**config.mk**
```make
export PLATFORM = sky130hd
export DESIGN_NAME = paelc_regs
export DESIGN_NICKNAME = d
export VERILOG_FILES = /design/src/pkg/paelc_pkg.sv /design/src/paelc_regs.sv /design/src/paelc_stretch.sv
export SDC_FILE = /design/constraint.sdc
export NUM_CORES = 1
export LEC_CHECK = 0
export BUFFER_PORTS_ARGS = -buffer_cell sky130_fd_sc_hd__buf_2
export CAP_MARGIN = 20
export CORE_AREA = 2 2 100 102
export DETAILED_ROUTE_END_ITERATION = 8
export DIE_AREA = 0 0 102 104
export GPL_ROUTABILITY_DRIVEN = 0
export GPL_TIMING_DRIVEN = 0
export PLACE_DENSITY = 0.71
export SETUP_SLACK_MARGIN = 0.4
export SYNTH_ARGS = -nofsm -noshare
export SYNTH_HDL_FRONTEND = slang
export SYNTH_HIERARCHICAL = 1
export SYNTH_SLANG_ARGS = --single-unit
```
**constraint.sdc**
```tcl
create_clock -name core_clk -period 2.8 [get_ports core_clk]
set_clock_uncertainty 0.1 [all_clocks]
set_input_delay 0.28 -clock core_clk [delete_from_list [all_inputs] [get_ports core_clk]]
set_output_delay 0.28 -clock core_clk [all_outputs]
set_load 0.02 [all_outputs]
```
**src/pkg/paelc_pkg.sv**
```systemverilog
// Constants for the expansion status and indicator configuration registers.
// Assumes a management front end that presents decoded register reads and writes.
package paelc_pkg;
  localparam logic [4:0] EXP_ADDR = 5'h06;
  localparam logic [4:0] LEDCFG_ADDR = 5'h10;
  localparam int EXP_PDF_BIT = 4;
  localparam int EXP_LPNP_BIT = 3;
  localparam int EXP_PR_BIT = 1;
  localparam int EXP_LPAN_BIT = 0;
  localparam int CFG_USER_LSB = 12;
  localparam int CFG_TXTUNE_BIT = 8;
  localparam int CFG_SEL2_LSB = 6;
  localparam int CFG_SEL1_LSB = 4;
  localparam int CFG_SEL0_LSB = 2;
  localparam int CFG_ALGO_BIT = 1;
  localparam int CFG_EXT_BIT = 0;
  localparam logic [15:0] CFG_RESET = 16'h0000;
  localparam logic [15:0] CFG_WMASK = 16'hF1FF;
  localparam int STRETCH_NS = 64000;
  localparam int CLK_NS = 8;
  localparam int STRETCH_CYC = (STRETCH_NS + CLK_NS - 1) / CLK_NS;
  localparam int STRETCH_W = 16;
  // Number of identical code words that make a received page
  localparam int PAGE_MATCH_CNT = 3;
endpackage : paelc_pkg

```
**src/paelc_regs.sv**
```systemverilog
// Expansion status register and indicator configuration register of one port.
// Assumes reg_rd/reg_wr are one-cycle strobes from the management front end
// and that the status inputs come from port logic on core_clk.
`timescale 1ns/100ps
`default_nettype none
// How it works
// RQ1: Parallel detection fault sets a sticky status bit, zero from reset.
// RQ2: Sticky status bits clear after a read unless the cause persists.
// RQ3: Three identical consecutive code words set sticky page received bit.
// RQ4: Partner next page ability is reported live, zero from reset.
// RQ5: Partner auto-negotiation ability is reported live, zero from reset.
// RQ6: Four user bits are plain storage with no effect.
// RQ7: Pulse tuning bit high selects fast rise time output.
// RQ8: Third indicator select: link, half duplex, 100 Mbps, collision.
// RQ9: Second indicator select: receive, link, half duplex, 100 Mbps.
// RQ10: First indicator select: transmit, receive, link, half duplex.
// RQ11: Extension bit zero stretches all indicators; one disables stretch.
module paelc_regs
  import paelc_pkg::*;
#(
  parameter int STRETCH = STRETCH_CYC
) (
  input wire logic core_clk,
  input wire logic rst_n,
  input wire logic [4:0] reg_addr,
  input wire logic reg_rd,
  input wire logic reg_wr,
  input wire logic [15:0] reg_wdata,
  output logic [15:0] reg_rdata_q,
  input wire logic pd_fault,
  input wire logic code_word_valid,
  input wire logic [15:0] code_word,
  input wire logic lp_next_page,
  input wire logic lp_an_able,
  input wire logic tx_act,
  input wire logic rx_act,
  input wire logic link_up,
  input wire logic half_duplex,
  input wire logic speed_100,
  input wire logic collision,
  output logic tx_fast_rise,
  output logic algo_select,
  output logic port_indicator_first,
  output logic port_indicator_second,
  output logic port_indicator_third
);
  logic [15:0] cfg_q;
  logic pdf_q;
  logic pr_q;
  logic [15:0] last_word_q;
  logic [1:0] match_q;
  logic page_hit;
  logic exp_rd;
  logic [2:0] ind_raw;
  logic [2:0] ind_q;

  function automatic logic pick(input logic [1:0] sel, input logic [3:0] src);
    pick = src[sel];
  endfunction : pick

  assign exp_rd = reg_rd && (reg_addr == EXP_ADDR);

  // RQ3 identical word run
  always_ff @(posedge core_clk) begin
    if (!rst_n) begin
      last_word_q <= 16'h0000;
      match_q <= 2'h0;
    end else if (code_word_valid) begin
      last_word_q <= code_word;
      if (match_q != 2'h0 && code_word == last_word_q) begin
        match_q <= (match_q == 2'(PAGE_MATCH_CNT)) ? match_q : match_q + 2'h1;
      end else begin
        match_q <= 2'h1;
      end
    end
  end
  assign page_hit = code_word_valid && match_q == 2'(PAGE_MATCH_CNT - 1)
                    && code_word == last_word_q;

  // RQ1 RQ2 sticky fault, set wins over read clear
  always_ff @(posedge core_clk) begin
    if (!rst_n) begin
      pdf_q <= 1'b0;
    end else if (pd_fault) begin
      pdf_q <= 1'b1;
    end else if (exp_rd) begin
      pdf_q <= 1'b0;
    end
  end

  // RQ3 RQ2 sticky page received
  always_ff @(posedge core_clk) begin
    if (!rst_n) begin
      pr_q <= 1'b0;
    end else if (page_hit) begin
      pr_q <= 1'b1;
    end else if (exp_rd) begin
      pr_q <= 1'b0;
    end
  end

  // RQ6 RQ7 configuration storage, reserved bits stay zero
  always_ff @(posedge core_clk) begin
    if (!rst_n) begin
      cfg_q <= CFG_RESET;
    end else if (reg_wr && reg_addr == LEDCFG_ADDR) begin
      cfg_q <= reg_wdata & CFG_WMASK;
    end
  end

  // RQ4 RQ5 read mux with live partner bits
  always_ff @(posedge core_clk) begin
    if (!rst_n) begin
      reg_rdata_q <= 16'h0000;
    end else if (reg_rd) begin
      reg_rdata_q <= 16'h0000;
      if (reg_addr == EXP_ADDR) begin
        reg_rdata_q[EXP_PDF_BIT] <= pdf_q;
        reg_rdata_q[EXP_LPNP_BIT] <= lp_next_page;
        reg_rdata_q[EXP_PR_BIT] <= pr_q;
        reg_rdata_q[EXP_LPAN_BIT] <= lp_an_able;
      end else if (reg_addr == LEDCFG_ADDR) begin
        reg_rdata_q <= cfg_q;
      end
    end
  end

  // RQ7 pulse tuning
  assign tx_fast_rise = cfg_q[CFG_TXTUNE_BIT];
  assign algo_select = cfg_q[CFG_ALGO_BIT];

  // RQ10 RQ9 RQ8 indicator selection
  assign ind_raw[0] = pick(cfg_q[CFG_SEL0_LSB +: 2], {half_duplex, link_up, rx_act, tx_act});
  assign ind_raw[1] = pick(cfg_q[CFG_SEL1_LSB +: 2], {speed_100, half_duplex, link_up, rx_act});
  assign ind_raw[2] = pick(cfg_q[CFG_SEL2_LSB +: 2], {collision, speed_100, half_duplex, link_up});

  // RQ11 active time extension
  for (genvar i = 0; i < 3; i++) begin : g_str
    paelc_stretch #(.HOLD(STRETCH)) u_str (
      .core_clk(core_clk),
      .rst_n(rst_n),
      .enable(!cfg_q[CFG_EXT_BIT]),
      .in_raw(ind_raw[i]),
      .out_q(ind_q[i])
    );
  end
  assign port_indicator_first = ind_q[0];
  assign port_indicator_second = ind_q[1];
  assign port_indicator_third = ind_q[2];
endmodule : paelc_regs
`default_nettype wire

```
**src/paelc_stretch.sv**
```systemverilog
// Pulse stretcher for one indicator output.
// Assumes in_raw is synchronous to core_clk.
`timescale 1ns/100ps
`default_nettype none
module paelc_stretch #(
  parameter int HOLD = 8000
) (
  input wire logic core_clk,
  input wire logic rst_n,
  input wire logic enable,
  input wire logic in_raw,
  output logic out_q
);
  logic [15:0] cnt_q;
  always_ff @(posedge core_clk) begin
    if (!rst_n) begin
      cnt_q <= 16'h0000;
    end else if (in_raw) begin
      cnt_q <= 16'(HOLD);
    end else if (cnt_q != 16'h0000) begin
      cnt_q <= cnt_q - 16'h0001;
    end
  end
  always_ff @(posedge core_clk) begin
    if (!rst_n) begin
      out_q <= 1'b0;
    end else begin
      out_q <= in_raw | (enable & (cnt_q != 16'h0000));
    end
  end
endmodule : paelc_stretch
`default_nettype wire

```
* Word level (Yosys, flattened, before mapping) *
Index checks and enable logic that the tools add are counted.

storage, ports and cells
  bits of input ports = 51
  logic and storage cells = 76
  flip-flop bits (word level) = 100

cells by class
  equality and inequality tests = 6
  magnitude comparators = 3
  muxes and demuxes = 22
  bitwise gates (word level) = 7
  add/subtract/negate cells = 4
  reduce and logical (&&, ||, !) cells = 19

operators with widths
  cell                   number
  $mux 13                6
  $reduce_bool 16->1     3
  $sub 16x1->16 const B  3
  $eq 16x16->1           1
  $mux 16                1
  $reduce_bool 2->1      6
  $mux 11                1
  $lt 2x3->1 const B     3
  $mux 2                 4
  $mux 1                 7
  $bmux 1 s2             3
  $reduce_or 2->1        3
  $eq 5x3->1 const B     1
  $eq 5x5->1 const B     1
  $logic_and 1x1->1      5
  $eq 2x2->1 const B     2
  $and 1x1->1            3
  $or 1x1->1             3
  $add 2x1->2 const B    1
  $ne 2x2->1 const B     1
  $reduce_and 2->1       1
  $logic_not 1->1        1
  $not 1->1              1

* Logic depth before layout (Yosys ltp) *
Gate-level depths: netlist of run 1.

  depth in word-level cells = 4
  gate-level depth with buffers = 8

* Hierarchy *
The synthesis of run 1 kept the hierarchy.

by module, submodules not included
  module         instances  area an instance (um2)  sequential area each (um2)  cells each
  paelc_stretch  3          842.1                   340.3                       98
  paelc_regs     1          2110.8                  920.9                       213

* Worst setup path after synthesis of run 1 *
No wires, ideal clock.

  path kind = register to register
  start = register g_str[0].u_str.cnt_q[0]
  end = register g_str[0].u_str.out_q
  arrival = 1.793 ns
  stages on the path, launching flop included = 9
  setup time = 0.115 ns
  buffers on the path = 1
  slack = 0.792 ns
  data required time = 2.585 ns
  path through = dfxtp_1 -> inv_1 -> ha_1 -> nor3b_1 -> nand3_2 -> or2_2 -> clkbuf_1 -> a21oi_1 -> nor2b_1

on the way
  word-level cells in the longest chain between the ends = 3

ends and longest elaborated chain
  element                 line                 source
  from (decl)             paelc_stretch.sv:14  logic [15:0] cnt_q;
  from (signal assigned)  paelc_stretch.sv:19  cnt_q <= 16'(HOLD);
  from (signal assigned)  paelc_stretch.sv:21  cnt_q <= cnt_q - 16'h0001;
  $reduce_bool 16->1      paelc_stretch.sv:28  out_q <= in_raw | (enable & (cnt_q != 16'h0000));
  $and 1x1->1             paelc_stretch.sv:28
  $or 1x1->1              paelc_stretch.sv:28
  to (signal assigned)    paelc_stretch.sv:28
  to (decl)               paelc_stretch.sv:12  output logic out_q

No other way between the ends.
A chain may end at the register's enable or synchronous reset.

* Worst setup path in the final report of run 1 *
  start = register g_str[2].u_str.cnt_q[0]
  end = register g_str[2].u_str.out_q

on the way
  word-level cells in the longest chain between the ends = 3

ends and longest elaborated chain
  element                 line
  from (decl)             paelc_stretch.sv:14
  from (signal assigned)  paelc_stretch.sv:19
  from (signal assigned)  paelc_stretch.sv:21
  $reduce_bool 16->1      paelc_stretch.sv:28
  $and 1x1->1             paelc_stretch.sv:28
  $or 1x1->1              paelc_stretch.sv:28
  to (signal assigned)    paelc_stretch.sv:28
  to (decl)               paelc_stretch.sv:12

No other way between the ends.

==> run summary, run 1 <==
• largest net degree at the start of global routing: 26
• first-pass GRT wire length: 16600 um
• mean number of vias per cell: 5.20
• worst hold path stage count: 2
• cells on worst reg2reg path: 8
• Core ar.: 0.00955 mm^2
• MaxCap Viol Count: 0
• iteration-0 DRC count of the detailed router: 136
• number of cells in the finished layout apart from fillers: 722
• CTS tree: built
• total wire length: 9590 um
• ordered cell list for the critical path: inv_1 > ha_1 > nor3b_2 > nand3_2 > or2_2 > clkbuf_1 > a21oi_1 > nor2b_1
• arrival time reported for the critical path endpoint: 2.30 ns
• most used flip-flop cell after synthesis: sky130_fd_sc_hd__dfxtp_1
• antenna violations before repair: 0
• biggest fanout along the worst timing path: 10
• Final WS setup: 0.653 ns
• CP Launch Type: register
• final setup fails: 0
• dominant combinational cell family by area after synthesis: simple AND/OR/NAND/NOR gates
• buffers from clock root to sink, at most: 2
• footprint of the flip-flops and latches: 0.00194 mm^2
• layout-stage area growth over the synthesis result: 15.3%
• Slowest cell on crit path: sky130_fd_sc_hd__dfxtp_1
• area of the multi-input gates: 0.00254 mm^2
• type of the worst setup path: reg2reg
• TritonCTS Buffers: 9
• height of the die: 104 um
• post-route minimum period: 2.15 ns
• critical path capture point type: register
• Max Clk Rate: 466 MHz
• starting density of the core: 48.6%
• static leakage: 2.10 nW
• leading cell types in the layout, fill and taps excluded: 97 x sky130_fd_sc_hd__dfxtp_1, 67 x sky130_fd_sc_hd__buf_2, 41 x sky130_fd_sc_hd__nor2_1
• register clock-pin slew on the reported worst setup and hold paths: 0.10 ns
• PwrDens: 564 mW/mm^2
• XOR/XNOR share of the synthesized area: 8.12%
• overall track demand over capacity in global routing: 19.2%
• Synth Area in Compound Gates: 13.7%
• leading area contributor after synthesis: sky130_fd_sc_hd__dfxtp_1
• residual overflow from global routing: 0
• status: completed
• largest voltage drop on the vdd net: 0.300 mV
• vias: 3758
• Hold WC Path Type: in2reg
• total number of yosys warnings: 6
• router iterations before antenna repair: 4
• start point of the worst min-delay path: pd_fault
• Netlist cell types: 47
• number of standard cells after synthesis: 507
• HPWL Detailed: 7100 um
• Slew headroom: 48.2%
• dpl cells: 707
• Worst Hold End: pdf_q
• via count of the first global-routing pass: 3739
• post-route DRC violation count: 0
• tightest hold margin: 0.0180 ns
• width of the chip: 102 um
• post-synthesis simple-gate area fraction: 25.2%
• EDFF count, synth: 0
• I/O pin count: 72
• source of the critical timing path: g_str[2].u_str/cnt_q[0]
• CTS Root Buffer Type: sky130_fd_sc_hd__clkbuf_8
• combined buffer and inverter count along the critical path: 2
• number of buffers inserted to repair setup after CTS: 0
• Synth Area in Adders: 1.62%
• Placement Setup Slack: 0.456 ns
• most frequent standard cell in the layout excluding fill and tap cells: sky130_fd_sc_hd__dfxtp_1
• asr flop ratio synth: 0%
• netlist area before placement: 0.00464 mm^2
• buffers added on ports: 65
• count of standard-cell rows: 36
• portion of the clock cycle consumed by the worst path in the final layout: 76.7%
• Fillers: 886
• final hold vios: 0
• clock tree sinks: 97
• capturing point of the worst reg2reg path: g_str[2].u_str/out_q
• sequential area share after synthesis: 41.9%
• RSZ-0062 raised after global routing: false
• Worst path max stage delay: 0.34 ns
• Antenna Nets Post-Route: 0
• total of flip-flops plus latches after synthesis: 97
• Total Neg Setup Slack: 0 ns
• Ant. Diodes: 0
• die area: 0.0106 mm^2
• Post-Syn Area per Cell: 9.15 um^2
• worst reg-to-reg setup slack: 0.65 ns
• fraction of layout instances using a drive strength above 1: 19.9%
• r2r startpoint: g_str[2].u_str/cnt_q[0]
• max-slew violation count: 0
• Synth area leaders: sky130_fd_sc_hd__dfxtp_1 42%, sky130_fd_sc_hd__xnor2_1 5.3%, sky130_fd_sc_hd__nor2b_1 4.6%
• Slew @ Worst Pin: 0.771 ns
• wire length per cell after detailed routing: 13.3 um
• gate family responsible for the most delay along the worst path: simple AND/OR/NAND/NOR gates
• H-tree levels: 3
• latest clock arrival within the worst-skew pair: 0.36 ns
• data required time of the critical path: 2.95 ns
• area fraction of the dominant cell type after synthesis: 41.9%
• mux share of post-synthesis cell area: 5.64%
• final-stage net count: 642
-- repair_timing --
| action | in CTS | in global routing |
|---|---|---|
| hold buffers | 0 | 0 |
| resized for setup | 0 | 3 |
| endpoints found under the setup margin | 0 | 22 |
-- stage by stage --
stage,instance area (um^2),total power (W),util [%]
3_5_place_dp,5140,0.00211,53.8
4_1_cts,5330,0.00304,55.8
5_1_grt,5350,0.00318,56.0
3_3_place_gp,5140,0.00210,53.8
2_1_floorplan,4640,0.00197,-
6_report,5350,0.00302,56.0
-- power by group --
part | internal (W) | switching [W]
combinational | 0.000259 | 0.000288
clock | 0.000421 | 0.000509
sequential | 0.00146 | 0.0000826
total | 0.00214 | 0.000879
-- state kept, by name, indices dropped and copies added (netlist names) --
register           cells
cfg_q                 13
g_str.u_str/cnt_q     48
g_str.u_str/out_q      3
last_word_q           16
match_q                2
pdf_q                  1
pr_q                   1
reg_rdata_q           13
-- per-layer routing --
layer,share of wire (%),GRT usage (%),vias up
met5,0,0,-
met1,45,24.1,1752
li1,-,-,1917
met4,2.1,7.43,0
met3,3.7,3.90,12
met2,49,32.0,77
-- cell type report --
type	instances	area share [%]
buffer	23	2.08
clock buffer	9	2.32
clock inverter	6	1.36
inverter	17	1.19
multi-input combinational	372	47.5
sequential	97	36.3
tap	133	3.11
timing repair buffer	65	6.08
-- cell families (layout without fill, tap and decap cells) --
group           count (synthesis)  count (layout)
fa+ha+maj                       6               6
mux                            22              22
other cells                     1               3
compound gates                 92              92
simple gates                  206             206
xor+xnor                       43              43
flops                          97              97
buf+inv                        40             120
-- synth_stat cells, drive strengths merged (10+ instances only) --
cell type  count
o21a          10
o21ai         12
a21boi        18
mux2i         16
a21oi         18
nor2          41
nor3          13
clkbuf        16
nor2b         34
dfxtp         97
nor4          17
nand2         38
xor2          15
xnor2         28
inv           17
-- worst max-delay path by stage --
stage | endpoint | slack (ns) | cells after the start
3_3_place_gp | g_str[2].u_str/out_q | 0.45 | 8
3_5_place_dp | g_str[2].u_str/out_q | 0.46 | 8
5_1_grt | g_str[0].u_str/cnt_q[1] | 0.41 | 7
6_report | g_str[2].u_str/out_q | 0.65 | 8
2_1_floorplan | g_str[0].u_str/out_q | 0.79 | 8
4_1_cts | g_str[2].u_str/out_q | 0.44 | 8
Power figures use the tool's default switching activity.
==> inputs of run 2 (changes only) <==
Settings changed: ABC_AREA set to 1, CORE_AREA 2 2 100 102 to 2 2 103 105, DIE_AREA 0 0 102 104 to 0 0 105 107, PLACE_DENSITY 0.71 to 0.74.
Clock period 2.8 ns to 1.8 ns, I/O delays scaled along.
==> run summary, run 2 <==
• ordered cell list for the critical path: inv_1 > nand2_1 > nand2_1 > nor2_1 > nand2_1 > nor2_4 > and2_4 > nand3_2 > nor2_2 > nor2_1
• count of standard-cell rows: 37, +2.8%
• sequential share of power: 42.0%, -9.1 points
• area fraction of the dominant cell type after synthesis: 39.0%, -2.8 points
• asr flop ratio synth: 0%, unchanged
• EDFF count, synth: 0, unchanged
• PwrDens: 882 mW/mm^2, +56%
• final hold vios: 0, unchanged
• Slowest cell on crit path: sky130_fd_sc_hd__dfxtp_2
• largest net degree at the start of global routing: 17, -35%
• most numerous cell types in the synthesized netlist: 182 x sky130_fd_sc_hd__nand2_1, 128 x sky130_fd_sc_hd__nor2_1, 97 x sky130_fd_sc_hd__dfxtp_1
• Synth area leaders: sky130_fd_sc_hd__dfxtp_1 39%, sky130_fd_sc_hd__nand2_1 14%, sky130_fd_sc_hd__nor2_1 9.7%
• residual overflow from global routing: 0, unchanged
• clock tree sinks: 97, unchanged
• Antenna Nets Post-Route: 0, unchanged
• biggest fanout along the worst timing path: 3, -7
• layout-stage area growth over the synthesis result: 33.3%
• vias: 5182, +38%
• buffers added on ports: 65, unchanged
• mean number of vias per cell: 5.15, -1.1%
• Sw Pwr: 0.00196 W, +120%
• type of the worst setup path: reg2reg
• Core ar.: 0.0101 mm^2, +5.7%
• leading area contributor after synthesis: sky130_fd_sc_hd__dfxtp_1
• area of the multi-input gates: 0.00306 mm^2, +20%
• Total Neg Setup Slack: 0 ns, unchanged
• data required time of the critical path: 1.97 ns, -0.98 ns
• CTS tree: built
• antenna violations before repair: 0, unchanged
• Hold WC Path Type: in2reg
• sequential area share after synthesis: 39.0%, -2.8 points
• Netlist cell types: 34, -28%
• buffers from clock root to sink, at most: 2, unchanged
• Fillers: 856, -3.4%
• flip-flop count of the largest register after layout: 48, unchanged
• critical path capture point type: register
• CP Launch Type: register
• first-pass GRT wire length: 21300 um, +28%
• register clock-pin slew on the reported worst setup and hold paths: 0.10 ns, about the same
• leading cell types in the layout, fill and taps excluded: 155 x sky130_fd_sc_hd__nand2_1, 107 x sky130_fd_sc_hd__nor2_1, 73 x sky130_fd_sc_hd__dfxtp_1
• Ant. Diodes: 0, unchanged
• utilization after layout: 65.7%, +9.7 points
• RSZ-0062 raised after global routing: true
• internal portion of total power: 0.00389 W, +82%
• register with the highest flop count: g_str.u_str/cnt_q
• post-route minimum period: 1.48 ns, -0.669 ns
• Switching Share: 33.5%, +4.4 points
• routing usage on met2: 41.8%, +9.8 points
• TritonCTS Buffers: 9, unchanged
• netlist area before placement: 0.00497 mm^2, +7.3%
• largest voltage drop on the vdd net: 0.408 mV, +36%
• Worst path max stage delay: 0.35 ns, about the same
• gr busiest metal: met2
• overall track demand over capacity in global routing: 23.3%, +4.1 points
• via count of the first global-routing pass: 4961, +33%
• height of the die: 107 um, +2.9%
• most used flip-flop cell after synthesis: sky130_fd_sc_hd__dfxtp_1
• critical path's most frequent cell: sky130_fd_sc_hd__nand2_1
• number of standard cells after synthesis: 743, +47%
• relative contribution of the clock network to total power: 29.5%, -1.3 points
• die area: 0.0112 mm^2, +5.9%
• status: completed
• most frequent standard cell in the layout excluding fill and tap cells: sky130_fd_sc_hd__nand2_1
• iteration-0 DRC count of the detailed router: 243, +79%
• latest clock arrival within the worst-skew pair: 0.37 ns, about the same
• fraction of layout instances using a drive strength above 1: 30.9%, +11 points
• I/O pin count: 72, unchanged
• arrival time reported for the critical path endpoint: 1.65 ns, -0.65 ns
• Gate power share: 28.6%, +11 points
• met1 usage: 26.4%, +2.3 points
• footprint of the flip-flops and latches: 0.00197 mm^2, +1.7%
• MaxCap Viol Count: 0, unchanged
• total number of yosys warnings: 6, unchanged
• portion of the clock cycle consumed by the worst path in the final layout: 82.1%, +5.4 points
• final setup fails: 0, unchanged
• largest registers: g_str.u_str/cnt_q x48, last_word_q x16
• router iterations before antenna repair: 7, +3
• total wire length: 13800 um, +44%
• static leakage: 3.05 nW, +45%
• Max Clk Rate: 677 MHz, +45%
• H-tree levels: 3, unchanged
• HPWL Detailed: 8860 um, +25%
• max-slew violation count: 0, unchanged
• post-route DRC violation count: 0, unchanged
• wire length per cell after detailed routing: 13.7 um, +3.2%
• final-stage net count: 923, +44%
• width of the chip: 105 um, +2.9%
• Post-Syn Area per Cell: 6.69 um^2, -27%
• total of flip-flops plus latches after synthesis: 97, unchanged
• GRT met3 Usage: 4.32%, +0.42 points
• CTS Root Buffer Type: sky130_fd_sc_hd__clkbuf_8
• starting density of the core: 49.3%, +0.72 points
• cell with the most instances after synthesis: sky130_fd_sc_hd__nand2_1
==> run 2: final cells by class <==
cell class,instances,share of cell area [%]
Multi-Input combinational cell,542,46.1
Clock inverter,7,1.75
Clock buffer,9,1.87
Buffer,15,1.42
Tap cell,136,2.57
Sequential cell,97,29.8
Inverter,91,5.26
Timing Repair Buffer,110,11.2
==> run 2: through the flow <==
step | std cells | power [W] | worst slack [ns] | instance area [um^2] | hold WS [ns]
3_3_place_gp | 946 | 0.00367 | 0.206 | 5480 | 0.323
6_report | 1007 | 0.00585 | 0.323 | 6630 | 0.0121
2_1_floorplan | 745 | 0.00343 | 0.404 | 4990 | 0.197
3_5_place_dp | 946 | 0.00372 | 0.171 | 5480 | 0.337
4_1_cts | 997 | 0.00555 | 0.363 | 6140 | 0.00316
5_1_grt | 1007 | 0.00616 | 0.225 | 6630 | 0.0309
==> run 2: worst paths after layout <==
check | start | to | slack (ns) | cells after the start
setup / recovery | last_word_q[2] | match_q[0] | 0.32 | 10
hold / removal | reg_wdata[12] | cfg_q[12] | 0.01 | 3
setup reg to reg | last_word_q[2] | match_q[0] | 0.32 | 10
hold reg to reg | cfg_q[13] | reg_rdata_q[13] | 0.36 | 2
==> run 2: cell families (layout without fill, tap and decap cells) <==
kind of cell / after synthesis / count (layout) / synth area share [%]
flops: 97 / 97 / 39.0
simple gates: 394 / 394 / 34.8
compound gates: 123 / 123 / 13.0
other cells: 1 / 3 / 0.0754
fa+ha+maj: 6 / 6 / 1.51
xor+xnor: 16 / 16 / 2.82
buf+inv: 106 / 232 / 8.75
==> run 2: what timing repair did <==
item,4_1_cts,5_1_grt
pin swaps,15,49
resized for setup,33,133
gates cloned,0,3
setup buffers,8,7
setup endpoints to repair,54,54
hold buffers,27,0
endpoints found under the hold margin,27,0
==> run 2: power groups by stage <==
stage | clock, W | sequential (W) | combinational, W
6_report | 0.00172 | 0.00245 | 0.00167
5_1_grt | 0.00183 | 0.00247 | 0.00185
4_1_cts | 0.00174 | 0.00243 | 0.00138
3_5_place_dp | 0 | 0.00248 | 0.00124
3_3_place_gp | 0 | 0.00248 | 0.00119
2_1_floorplan | 0 | 0.00246 | 0.000963
==> run 2: per-layer routing <==
metal | vias up | share of wire, %
met5 | - | 0
met4 | 0 | 2.8
met1 | 2410 | 40
met3 | 34 | 5.1
met2 | 141 | 52
li1 | 2597 | -
==> run 2: critical path: cells and delay by family, from the launching register on <==
family	cells	cell delay (ns)
buf+inv	1	0.04
flops	1	0.35
simple gates	9	0.90
